$ cat config.mk
export PLATFORM = sky130hd
export DESIGN_NAME = ahpk_top
export DESIGN_NICKNAME = d
export VERILOG_FILES = /design/src/rtl/ahpk_pkg.sv /design/src/rtl/ahpk_top.sv
export VERILOG_INCLUDE_DIRS = /design/src /design/src/rtl
export SDC_FILE = /design/constraint.sdc
export NUM_CORES = 1
export LEC_CHECK = 0
export ABC_AREA = 0
export BUFFER_PORTS_ARGS = -buffer_cell sky130_fd_sc_hd__buf_2
export CAP_MARGIN = 40
export CORE_MARGIN = 8
export CORE_UTILIZATION = 40
export CTS_BUF_LIST = sky130_fd_sc_hd__clkbuf_4
export DETAILED_ROUTE_END_ITERATION = 8
export SLEW_MARGIN = 40
export SYNTH_ARGS = -nofsm -noshare
export SYNTH_HDL_FRONTEND = slang
export SYNTH_SLANG_ARGS = --single-unit
$ cat constraint.sdc
create_clock -name clk -period 3.4 [get_ports clk]
set_input_delay 0 -clock clk [delete_from_list [all_inputs] [get_ports clk]]
set_output_delay 0 -clock clk [all_outputs]
set_load 0.1 [all_outputs]
$ cat src/rtl/ahpk_map.svh
// Purpose: Register offsets, fields, reset values and timing for the host power block
// Assumes: 20 MHz clock, APB byte addresses
// Notes:   Times kept in their own units; cycle counts derived here
`ifndef AHPK_MAP_SVH
`define AHPK_MAP_SVH

// ------------------------------------------------------------
// Register offsets
// ------------------------------------------------------------
`define AHPK_OFS_FUNC 8'h00
`define AHPK_OFS_PULSE 8'h04
`define AHPK_OFS_SRC 8'h08
`define AHPK_OFS_CMD 8'h0c
`define AHPK_OFS_STAT 8'h10

// ------------------------------------------------------------
// Function byte fields
// ------------------------------------------------------------
`define AHPK_F_AUTO 0
`define AHPK_F_PWR_INV 2
`define AHPK_F_RST_INV 3
`define AHPK_F_BLANK 4
`define AHPK_F_RST_EN 5
`define AHPK_F_ON_EN 6
`define AHPK_F_OFF_EN 7

// ------------------------------------------------------------
// Reset values and commands
// ------------------------------------------------------------
`define AHPK_FUNC_RST 8'h00
`define AHPK_PULSE_RST 8'h20
`define AHPK_SRC_RST 2'h0
`define AHPK_CMD_SAVE 8'h04

// ------------------------------------------------------------
// Timing: one tick is 1/32 s, so pulse value 16 is half a second
// ------------------------------------------------------------
`define AHPK_CLK_MHZ 20
`define AHPK_TICK_US 31250
`define AHPK_TICK_CYC (`AHPK_TICK_US * `AHPK_CLK_MHZ)
`define AHPK_ON_HOLD_MS 250
`define AHPK_LONG_HOLD_MS 4000
`define AHPK_RST_MS 1000
`define AHPK_EXT_MS 5000
`define AHPK_MS_TICKS(ms) ((ms) * 1000 / `AHPK_TICK_US)

`endif

$ cat src/rtl/ahpk_pkg.sv
// Purpose: Types for the host power block
// Assumes: Constants live in ahpk_map.svh
// Notes:   Gray codes along the declared order, idle through boot
package ahpk_pkg;

    typedef enum logic [2:0]
    {
        ST_IDLE = 3'h0,
        ST_HOLD = 3'h1,
        ST_PWR = 3'h3,
        ST_EXT = 3'h2,
        ST_RST = 3'h6,
        ST_BOOT = 3'h7
    } ahpk_state_type;

    typedef enum logic [1:0]
    {
        ACT_ON = 2'h0,
        ACT_OFF = 2'h1,
        ACT_RST = 2'h2,
        ACT_WD = 2'h3
    } ahpk_act_type;

endpackage : ahpk_pkg

$ cat src/rtl/ahpk_top.sv
// Purpose: Keypad and watchdog control of host power and reset switches
// Assumes: Keys, sense pins and pin readbacks are asynchronous; APB on clk
// Notes:   Pins are split into in, out and enable; the bench resolves wires
//
// Implementation choices: the address map and the APB interface to the registers.
`timescale 1ns/100ps
`include "ahpk_map.svh"

module ahpk_top
    import ahpk_pkg::*;
#(
    parameter int TICK_CYC = `AHPK_TICK_CYC
)
(
    input wire logic clk,
    input wire logic rst,
    input wire logic psel,
    input wire logic penable,
    input wire logic pwrite,
    input wire logic [31:0] paddr,
    input wire logic [31:0] pwdata,
    output logic [31:0] prdata,
    output logic pready,
    output logic pslverr,
    input wire logic enterKey,
    input wire logic cancelKey,
    input wire logic senseUsb,
    input wire logic senseAux,
    input wire logic senseGpio1,
    input wire logic wdReq,
    input wire logic pwrIn,
    output logic pwrOut,
    output logic pwrOe,
    input wire logic rstIn,
    output logic rstOut,
    output logic rstOe,
    output logic blankDisplay,
    output logic selfRestart
);

    localparam logic [7:0] ON_TICKS = 8'(`AHPK_MS_TICKS(`AHPK_ON_HOLD_MS));
    localparam logic [7:0] LONG_TICKS = 8'(`AHPK_MS_TICKS(`AHPK_LONG_HOLD_MS));
    localparam logic [7:0] RST_TICKS = 8'(`AHPK_MS_TICKS(`AHPK_RST_MS));
    localparam logic [7:0] EXT_TICKS = 8'(`AHPK_MS_TICKS(`AHPK_EXT_MS));

    // ------------------------------------------------------------
    // Synchronisers
    // ------------------------------------------------------------
    logic [7:0] meta_q;
    logic [7:0] sync_q;

    // Two stages on every key, sense, watchdog and pin readback input before any logic sees it
    always_ff @(posedge clk or posedge rst)
    begin
        if (rst)
        begin
            meta_q <= 8'h00;
            sync_q <= 8'h00;
        end
        else
        begin
            meta_q <= {rstIn, pwrIn, wdReq, senseGpio1, senseAux, senseUsb, cancelKey, enterKey};
            sync_q <= meta_q;
        end
    end

    logic enterS, cancelS, wdS, pwrInS, rstInS;
    assign enterS = sync_q[0];
    assign cancelS = sync_q[1];
    assign wdS = sync_q[5];
    assign pwrInS = sync_q[6];
    assign rstInS = sync_q[7];

    // ------------------------------------------------------------
    // Configuration, live and saved boot copy
    // ------------------------------------------------------------
    logic [7:0] func_q, pulse_q, bootFunc_q, bootPulse_q;
    logic [1:0] src_q, bootSrc_q;
    ahpk_state_type state_q;
    logic apbWr, apbSetup, reboot;
    assign apbSetup = psel && !penable;
    assign apbWr = psel && penable && pwrite;
    assign reboot = (state_q == ST_BOOT);

    function automatic logic is_mapped(input logic [31:0] a);
        is_mapped = (a == 32'(`AHPK_OFS_FUNC)) || (a == 32'(`AHPK_OFS_PULSE)) || (a == 32'(`AHPK_OFS_SRC))
                 || (a == 32'(`AHPK_OFS_CMD)) || (a == 32'(`AHPK_OFS_STAT));
    endfunction : is_mapped

    // Restart reloads the saved state; reset loads the reset values instead
    always_ff @(posedge clk or posedge rst)
    begin
        if (rst)
        begin
            func_q <= `AHPK_FUNC_RST;
            pulse_q <= `AHPK_PULSE_RST;
            src_q <= `AHPK_SRC_RST;
        end
        else if (reboot)
        begin
            func_q <= bootFunc_q;
            pulse_q <= bootPulse_q;
            src_q <= bootSrc_q;
        end
        else if (apbWr)
        begin
            if (paddr == 32'(`AHPK_OFS_FUNC))
                func_q <= pwdata[7:0];
            if (paddr == 32'(`AHPK_OFS_PULSE))
                pulse_q <= pwdata[7:0];
            if (paddr == 32'(`AHPK_OFS_SRC))
                src_q <= pwdata[1:0];
        end
    end

    // Save command snapshots live configuration
    always_ff @(posedge clk or posedge rst)
    begin
        if (rst)
        begin
            bootFunc_q <= `AHPK_FUNC_RST;
            bootPulse_q <= `AHPK_PULSE_RST;
            bootSrc_q <= `AHPK_SRC_RST;
        end
        else if (apbWr && paddr == 32'(`AHPK_OFS_CMD) && pwdata[7:0] == `AHPK_CMD_SAVE)
        begin
            bootFunc_q <= func_q;
            bootPulse_q <= pulse_q;
            bootSrc_q <= src_q;
        end
    end

    // ------------------------------------------------------------
    // Sense selection and blanking
    // ------------------------------------------------------------
    logic senseNow;
    always_comb
    begin
        unique case (src_q)
            2'h1: senseNow = sync_q[2];
            2'h2: senseNow = sync_q[4];
            default: senseNow = sync_q[3];
        endcase
    end

    assign blankDisplay = func_q[`AHPK_F_BLANK] && !senseNow;

    // ------------------------------------------------------------
    // Tick divider, restarted on every state change
    // ------------------------------------------------------------
    logic [19:0] div_q;
    logic tickEn, stChg;
    assign tickEn = (div_q == 20'(TICK_CYC - 1));

    always_ff @(posedge clk or posedge rst)
    begin
        if (rst)
            div_q <= 20'h00000;
        else if (stChg || tickEn)
            div_q <= 20'h00000;
        else
            div_q <= div_q + 20'h00001;
    end

    // ------------------------------------------------------------
    // Sequencer
    // ------------------------------------------------------------
    ahpk_state_type state_d;
    ahpk_act_type act_q, act_d;
    logic [7:0] cnt_q;
    logic armed_q, wdPrev_q, drvLvl_q, keyHeld, wdRise;
    logic [7:0] holdNeed;

    assign keyHeld = (act_q == ACT_OFF) ? cancelS : enterS;
    assign wdRise = wdS && !wdPrev_q;
    assign stChg = (state_d != state_q);
    assign holdNeed = (act_q == ACT_ON) ? ON_TICKS : LONG_TICKS;

    // Next state and pending action
    always_comb
    begin
        state_d = state_q;
        act_d = act_q;
        unique case (state_q)
            ST_IDLE:
            begin
                if (wdRise)
                begin
                    state_d = ST_RST;
                    act_d = ACT_WD;
                end
                else if (armed_q && cancelS && senseNow && func_q[`AHPK_F_OFF_EN])
                begin
                    state_d = ST_HOLD;
                    act_d = ACT_OFF;
                end
                else if (armed_q && enterS && !senseNow && func_q[`AHPK_F_ON_EN])
                begin
                    state_d = ST_HOLD;
                    act_d = ACT_ON;
                end
                else if (armed_q && enterS && senseNow && func_q[`AHPK_F_RST_EN])
                begin
                    state_d = ST_HOLD;
                    act_d = ACT_RST;
                end
            end
            ST_HOLD:
            begin
                if (!keyHeld)
                    state_d = ST_IDLE;
                else if (cnt_q >= holdNeed)
                    state_d = (act_q == ACT_RST) ? ST_RST : ST_PWR;
            end
            ST_PWR:
            begin
                if (cnt_q >= pulse_q)
                    state_d = (act_q == ACT_OFF && cancelS) ? ST_EXT : ST_IDLE;
            end
            ST_EXT:
            begin
                if (!cancelS || cnt_q >= EXT_TICKS)
                    state_d = ST_IDLE;
            end
            ST_RST:
            begin
                if (cnt_q >= RST_TICKS)
                    state_d = (act_q == ACT_RST) ? ST_BOOT : ST_IDLE;
            end
            ST_BOOT:
                state_d = ST_IDLE;
            default:
                state_d = ST_IDLE;
        endcase
    end

    // State, action and tick count; count measured from entry into each state
    always_ff @(posedge clk or posedge rst)
    begin
        if (rst)
        begin
            state_q <= ST_IDLE;
            act_q <= ACT_ON;
            cnt_q <= 8'h00;
        end
        else
        begin
            state_q <= state_d;
            act_q <= act_d;
            if (stChg)
                cnt_q <= 8'h00;
            else if (tickEn && cnt_q != 8'hff)
                cnt_q <= cnt_q + 8'h01;
        end
    end

    // A key still held across a reboot must be released before it counts again
    always_ff @(posedge clk or posedge rst)
    begin
        if (rst)
        begin
            armed_q <= 1'b0;
            wdPrev_q <= 1'b0;
        end
        else
        begin
            wdPrev_q <= wdS;
            if (!enterS && !cancelS)
                armed_q <= 1'b1;
            else if (state_q != ST_IDLE)
                armed_q <= 1'b0;
        end
    end

    // ------------------------------------------------------------
    // Pin drive; auto polarity drives against the idle pull level
    // ------------------------------------------------------------
    always_ff @(posedge clk or posedge rst)
    begin
        if (rst)
            drvLvl_q <= 1'b0;
        else if (state_q == ST_HOLD || state_q == ST_IDLE)
        begin
            if (func_q[`AHPK_F_AUTO])
                drvLvl_q <= (state_d == ST_RST) ? !rstInS : !pwrInS;
            else if (state_d == ST_RST)
                drvLvl_q <= func_q[`AHPK_F_RST_INV];
            else
                drvLvl_q <= func_q[`AHPK_F_PWR_INV];
        end
    end

    assign pwrOe = (state_q == ST_PWR) || (state_q == ST_EXT);
    assign pwrOut = pwrOe && drvLvl_q;
    assign rstOe = (state_q == ST_RST);
    assign rstOut = rstOe && drvLvl_q;
    assign selfRestart = reboot;

    // ------------------------------------------------------------
    // APB slave, zero wait states, read data captured in setup
    // ------------------------------------------------------------
    assign pready = 1'b1;
    assign pslverr = psel && penable && !is_mapped(paddr);

    always_ff @(posedge clk or posedge rst)
    begin
        if (rst)
            prdata <= 32'h00000000;
        else if (apbSetup && !pwrite)
        begin
            unique case (paddr)
                32'(`AHPK_OFS_FUNC): prdata <= {24'h000000, func_q};
                32'(`AHPK_OFS_PULSE): prdata <= {24'h000000, pulse_q};
                32'(`AHPK_OFS_SRC): prdata <= {30'h00000000, src_q};
                32'(`AHPK_OFS_STAT): prdata <= {24'h000000, state_q, act_q, blankDisplay, rstOe, senseNow};
                default: prdata <= 32'h00000000;
            endcase
        end
    end

    // ------------------------------------------------------------
    // Assertions
    // ------------------------------------------------------------
    property p_rst_hiz;
        @(posedge clk) disable iff (rst) (state_q != ST_RST) |-> !rstOe;
    endproperty
    a_rst_hiz: assert property (p_rst_hiz) else $error("reset pin driven outside reset");

    property p_rst_lvl;
        @(posedge clk) disable iff (rst)
            $rose(rstOe) && !func_q[`AHPK_F_AUTO] |-> rstOut == func_q[`AHPK_F_RST_INV];
    endproperty
    a_rst_lvl: assert property (p_rst_lvl) else $error("reset level ignores polarity");

    property p_pwr_lvl;
        @(posedge clk) disable iff (rst)
            $rose(pwrOe) && !func_q[`AHPK_F_AUTO] |-> pwrOut == func_q[`AHPK_F_PWR_INV];
    endproperty
    a_pwr_lvl: assert property (p_pwr_lvl) else $error("power level ignores polarity");

    property p_wd;
        @(posedge clk) disable iff (rst) (state_q == ST_IDLE) && wdRise |=> rstOe;
    endproperty
    a_wd: assert property (p_wd) else $error("watchdog did not reset host");

    property p_on_en;
        @(posedge clk) disable iff (rst) $rose(pwrOe) && act_q == ACT_ON |-> func_q[`AHPK_F_ON_EN];
    endproperty
    a_on_en: assert property (p_on_en) else $error("disabled power-on drove pin");

    property p_blank;
        @(posedge clk) disable iff (rst) !senseNow && func_q[`AHPK_F_BLANK] |-> blankDisplay;
    endproperty
    a_blank: assert property (p_blank) else $error("display not blanked");

    property p_reboot;
        @(posedge clk) disable iff (rst) $fell(rstOe) && act_q == ACT_RST |-> selfRestart ##1 !selfRestart;
    endproperty
    a_reboot: assert property (p_reboot) else $error("no restart after keypad reset");

    property p_cancel;
        @(posedge clk) disable iff (rst) state_q == ST_HOLD && !keyHeld |=> state_q == ST_IDLE && !pwrOe && !rstOe;
    endproperty
    a_cancel: assert property (p_cancel) else $error("early release not cancelled");

    property p_ext_cap;
        @(posedge clk) disable iff (rst) state_q == ST_EXT |-> cnt_q <= EXT_TICKS;
    endproperty
    a_ext_cap: assert property (p_ext_cap) else $error("extension beyond cap");

    property p_pwr_min;
        @(posedge clk) disable iff (rst) $fell(pwrOe) |-> $past(cnt_q) >= pulse_q || $past(state_q) == ST_EXT;
    endproperty
    a_pwr_min: assert property (p_pwr_min) else $error("power pulse too short");

    c_on: cover property (@(posedge clk) disable iff (rst) $rose(pwrOe) && act_q == ACT_ON);
    c_ext: cover property (@(posedge clk) disable iff (rst) state_q == ST_EXT);
    c_boot: cover property (@(posedge clk) disable iff (rst) selfRestart);

endmodule : ahpk_top

==> summary.txt <==
Floorplanning
  – Die outline width: 128 um
  – Number of cell rows: 41
  – Vertical die dimension: 128 um
  – Starting density of the core: 0.403
  – Die footprint: between 15000 and 20000 um2
  – Num ports: 117
  – Core footprint: 12500 um2

STA
  – Tmin final: 2670 ps
  – Number of hold-slack violations in the final timing report: 0
  – Number of pins with negative max-slew slack in the final report: 0
  – Post-Route Setup TNS: 0 ps
  – Fraction of the cycle the final worst path needs: 0.786
  – Achievable clock frequency: 374 MHz
  – Worst Clk Skew: between 9 and 10 ps
  – Actual slew at the worst max-slew pin: about 820 ps
  – Worst relative slew slack: 0.451
  – Worst setup slack after layout: between 700 and 800 ps
  – Setup repair after global routing missed its margin: false
  – Final setup violating endpoints: 0

Place
  – Worst-case setup slack after placement: between 600 and 700 ps
  – Cell area after placement: 5480 um2
  – Final weighted congestion in routability-driven placement: a little over 0.8
  – Quantity of I/O buffers inserted on ports: 67
  – HPWL after detailed placement: 8.73 mm
  – Post-placement cell count: 716

Synth
  – Number of enable flip-flop cells after synthesis: 0
  – Top_reg_cell synth: sky130_fd_sc_hd__dfrtp_1
  – Sequential area share after synthesis: 0.478
  – Proportion of register bits with asynchronous set or reset after synthesis: 1.00
  – Cell with the most instances after synthesis: sky130_fd_sc_hd__dfrtp_1
  – Post-Syn Area: 5030 um2
  – Leading cell types by total area after synthesis: sky130_fd_sc_hd__dfrtp_1 47%, sky130_fd_sc_hd__mux2i_1 5.0%, sky130_fd_sc_hd__mux2_2 4.3%
  – Library cell with the largest summed area after synthesis: sky130_fd_sc_hd__dfrtp_1
  – Synth Warn #: 0
  – Number of instances in the synthesized netlist: 488
  – Cell variety after synth: 58
  – Seq cells post-synth: 96
  – Most instantiated cells after synthesis: 94 x sky130_fd_sc_hd__dfrtp_1, 42 x sky130_fd_sc_hd__nor3_1, 32 x sky130_fd_sc_hd__nor2_1
  – Post-synthesis area per instance: 10.3 um2
  – Fraction of synthesized cell area taken by the top area cell type: 0.468

Drt
  – Total via count in the routed design: between 3000 and 4000
  – Drt wl/cell: between 15 and 20 um
  – Routed Antenna Nets: 0
  – Number of search-and-repair iterations in the first detailed-routing pass: 4
  – Remaining design rule violation count: 0
  – Final WL: approximately 12 mm
  – Number of DRC markers in iteration 0: 250
  – Average via count per standard cell: 5.24

Clock tree
  – Clock root buffer master: sky130_fd_sc_hd__clkbuf_4
  – CTS resizes: 0
  – Cts bufs inserted: 9
  – Clock slew seen by the registers of the worst setup and hold paths: 140 ps
  – Max Buffers Root-to-Sink: 2
  – Hold-fix buffers at CTS: 20
  – Latest clock arrival within the worst-skew pair: around 470 ps
  – TritonCTS clock tree: yes
  – Post-CTS setup-driven buffer insertion count: 0
  – H-tree lvl count: 3
  – Sink count of the clock tree: 96

Critical path
  – Reg-to-Reg Start: src_q[0]
  – Crit Reg-Reg Endpoint: div_q[16]
  – Worst r2r path cells: 7
  – Kind of end point of the critical path: flop
  – Worst-path fanout max: 28
  – Data required time at the worst endpoint: 3720 ps
  – Slack of the worst reg-to-reg path: 730 ps
  – Startpoint-to-endpoint class of the critical path: flop to flop
  – Startpoint type of the worst setup path: flop
  – Data arrival, critical path: between 2000 and 3000 ps

Final layout
  – Post-Layout Inst Area: between 5000 and 6000 um2
  – Core Util, Final: 0.465
  – Total number of nets in the final design: 666
  – Growth of design area from synthesis to finish: 15.3%
  – Number of standard cells in the final layout excluding fillers: roughly 750
  – Layout cells sized above 1: 0.212

Pwr
  – PD cells: 565 nW/um2
  – Max VDD drop: 272 uV
  – Leakage dissipation: between 2 and 3 nW

Hold path
  – Start point of the worst hold path: penable
  – Hold Crit Endpoint: prdata[1]
  – Number of cells on the worst hold path: 4
  – Classification of the worst-slack hold path: primary input to flop

Job
  – # Max-Cap Violations: 0

GRT
  – Aggregate global-route resource usage: 0.156
  – Global route total overflow: 0
  – First-pass GRT wire length: 20.1 mm
  – Vias in the first global route: 3972
  – Number of antenna violations at the first check in global routing: 1
  – Maximum number of pins on one net before global-route repair: 46

Outcome
  – Outcome: completed
## cell type report
class	count	area, um2
Tap cell	172	215
Fill cell	1202	6670
Inverter	20	77.6
Multi-Input combinational cell	354	2400
Clock inverter	5	25.0
Timing Repair Buffer	95	599
Sequential cell	96	2400
Clock buffer	10	75.1
Antenna cell	1	2.50
## placed cells by master, fill, tap and decap left out, types with 4 or more instances in the layout
cell                            instances
sky130_fd_sc_hd__a21oi_1               20
sky130_fd_sc_hd__a22oi_1               15
sky130_fd_sc_hd__and2_1                 5
sky130_fd_sc_hd__and3_1                 4
sky130_fd_sc_hd__buf_2                 67
sky130_fd_sc_hd__buf_4                  7
sky130_fd_sc_hd__clkbuf_4              10
sky130_fd_sc_hd__conb_1                25
sky130_fd_sc_hd__dfrtp_1               94
sky130_fd_sc_hd__dlygate4sd3_1         20
sky130_fd_sc_hd__ha_1                  13
sky130_fd_sc_hd__inv_1                 19
sky130_fd_sc_hd__mux2_2                19
sky130_fd_sc_hd__mux2i_1               25
sky130_fd_sc_hd__nand2_1               27
sky130_fd_sc_hd__nand2b_1               5
sky130_fd_sc_hd__nand3_1               11
sky130_fd_sc_hd__nand4_1               10
sky130_fd_sc_hd__nor2_1                32
sky130_fd_sc_hd__nor2b_1                4
sky130_fd_sc_hd__nor3_1                41
sky130_fd_sc_hd__nor4_1                10
sky130_fd_sc_hd__nor4b_1                5
sky130_fd_sc_hd__o21ai_0               14
sky130_fd_sc_hd__xnor2_1                8
sky130_fd_sc_hd__xor2_1                14
## through the flow
stage                     hold WS [ps]  power, mW
after floorplan                   31.4       2.44
after global placement            97.6       2.72
after detailed placement           109       2.76
after CTS                         6.22       3.31
after global routing              50.6       3.48
final                             40.2       3.28
## per-layer routing
| layer | global-route usage | vias to the layer above | wire (um) |
|---|---|---|---|
| met2 | 0.242 | 89 | 5830 |
| li1 | - | 1879 | - |
| met1 | 0.205 | 1963 | 5600 |
| met4 | 0.0524 | 0 | 186 |
| met3 | 0.0403 | 15 | 560 |
| met5 | 0 | - | 0 |
## sequential cells by signal, summed over array words and instances (netlist names), 8 cells and up
register	cells
sync_q	8
func_q	8
div_q	20
pulse_q	8
prdata	8
bootFunc_q	8
cnt_q	8
meta_q	8
bootPulse_q	8
## worst max-delay path, cell delays in order, from the launching register on
cell and delay, ps:
sky130_fd_sc_hd__dfrtp_1 430, sky130_fd_sc_hd__inv_1 60, sky130_fd_sc_hd__ha_1 300, sky130_fd_sc_hd__o21ai_1 390, sky130_fd_sc_hd__mux2i_1 360, sky130_fd_sc_hd__a221oi_1 200, sky130_fd_sc_hd__o21ai_4 630, sky130_fd_sc_hd__nor3_1 150
## worst max path at each step
stage	cells past startpoint	to	from	slack [ps]
after floorplan	7	cnt_q[0]	state_q[2]	170
after global placement	7	div_q[5]	src_q[0]	500
after global routing	7	div_q[16]	src_q[0]	520
final	7	div_q[16]	src_q[0]	730
after CTS	7	div_q[7]	src_q[0]	720
after detailed placement	7	bootSrc_q[1]	paddr[5]	650
## report_power, final
group / switching, mW / total (mW) / internal [mW]
combinational: 0.888 / 1.24 / 0.353
clock: 0.367 / 0.515 / 0.148
sequential: 0.226 / 1.52 / 1.29
## kinds of logic after synthesis
family          count (synthesis)  share of synthesized area
compound gates                 72                     0.0938
xor+xnor                       23                     0.0401
fa+ha+maj                      14                     0.0343
buf+inv                        61                     0.0672
flops                          96                      0.478
mux                            44                     0.0923
other cells                     2                    0.00149
simple gates                  176                      0.193
Note: power is estimated with default switching activity, not from simulation.
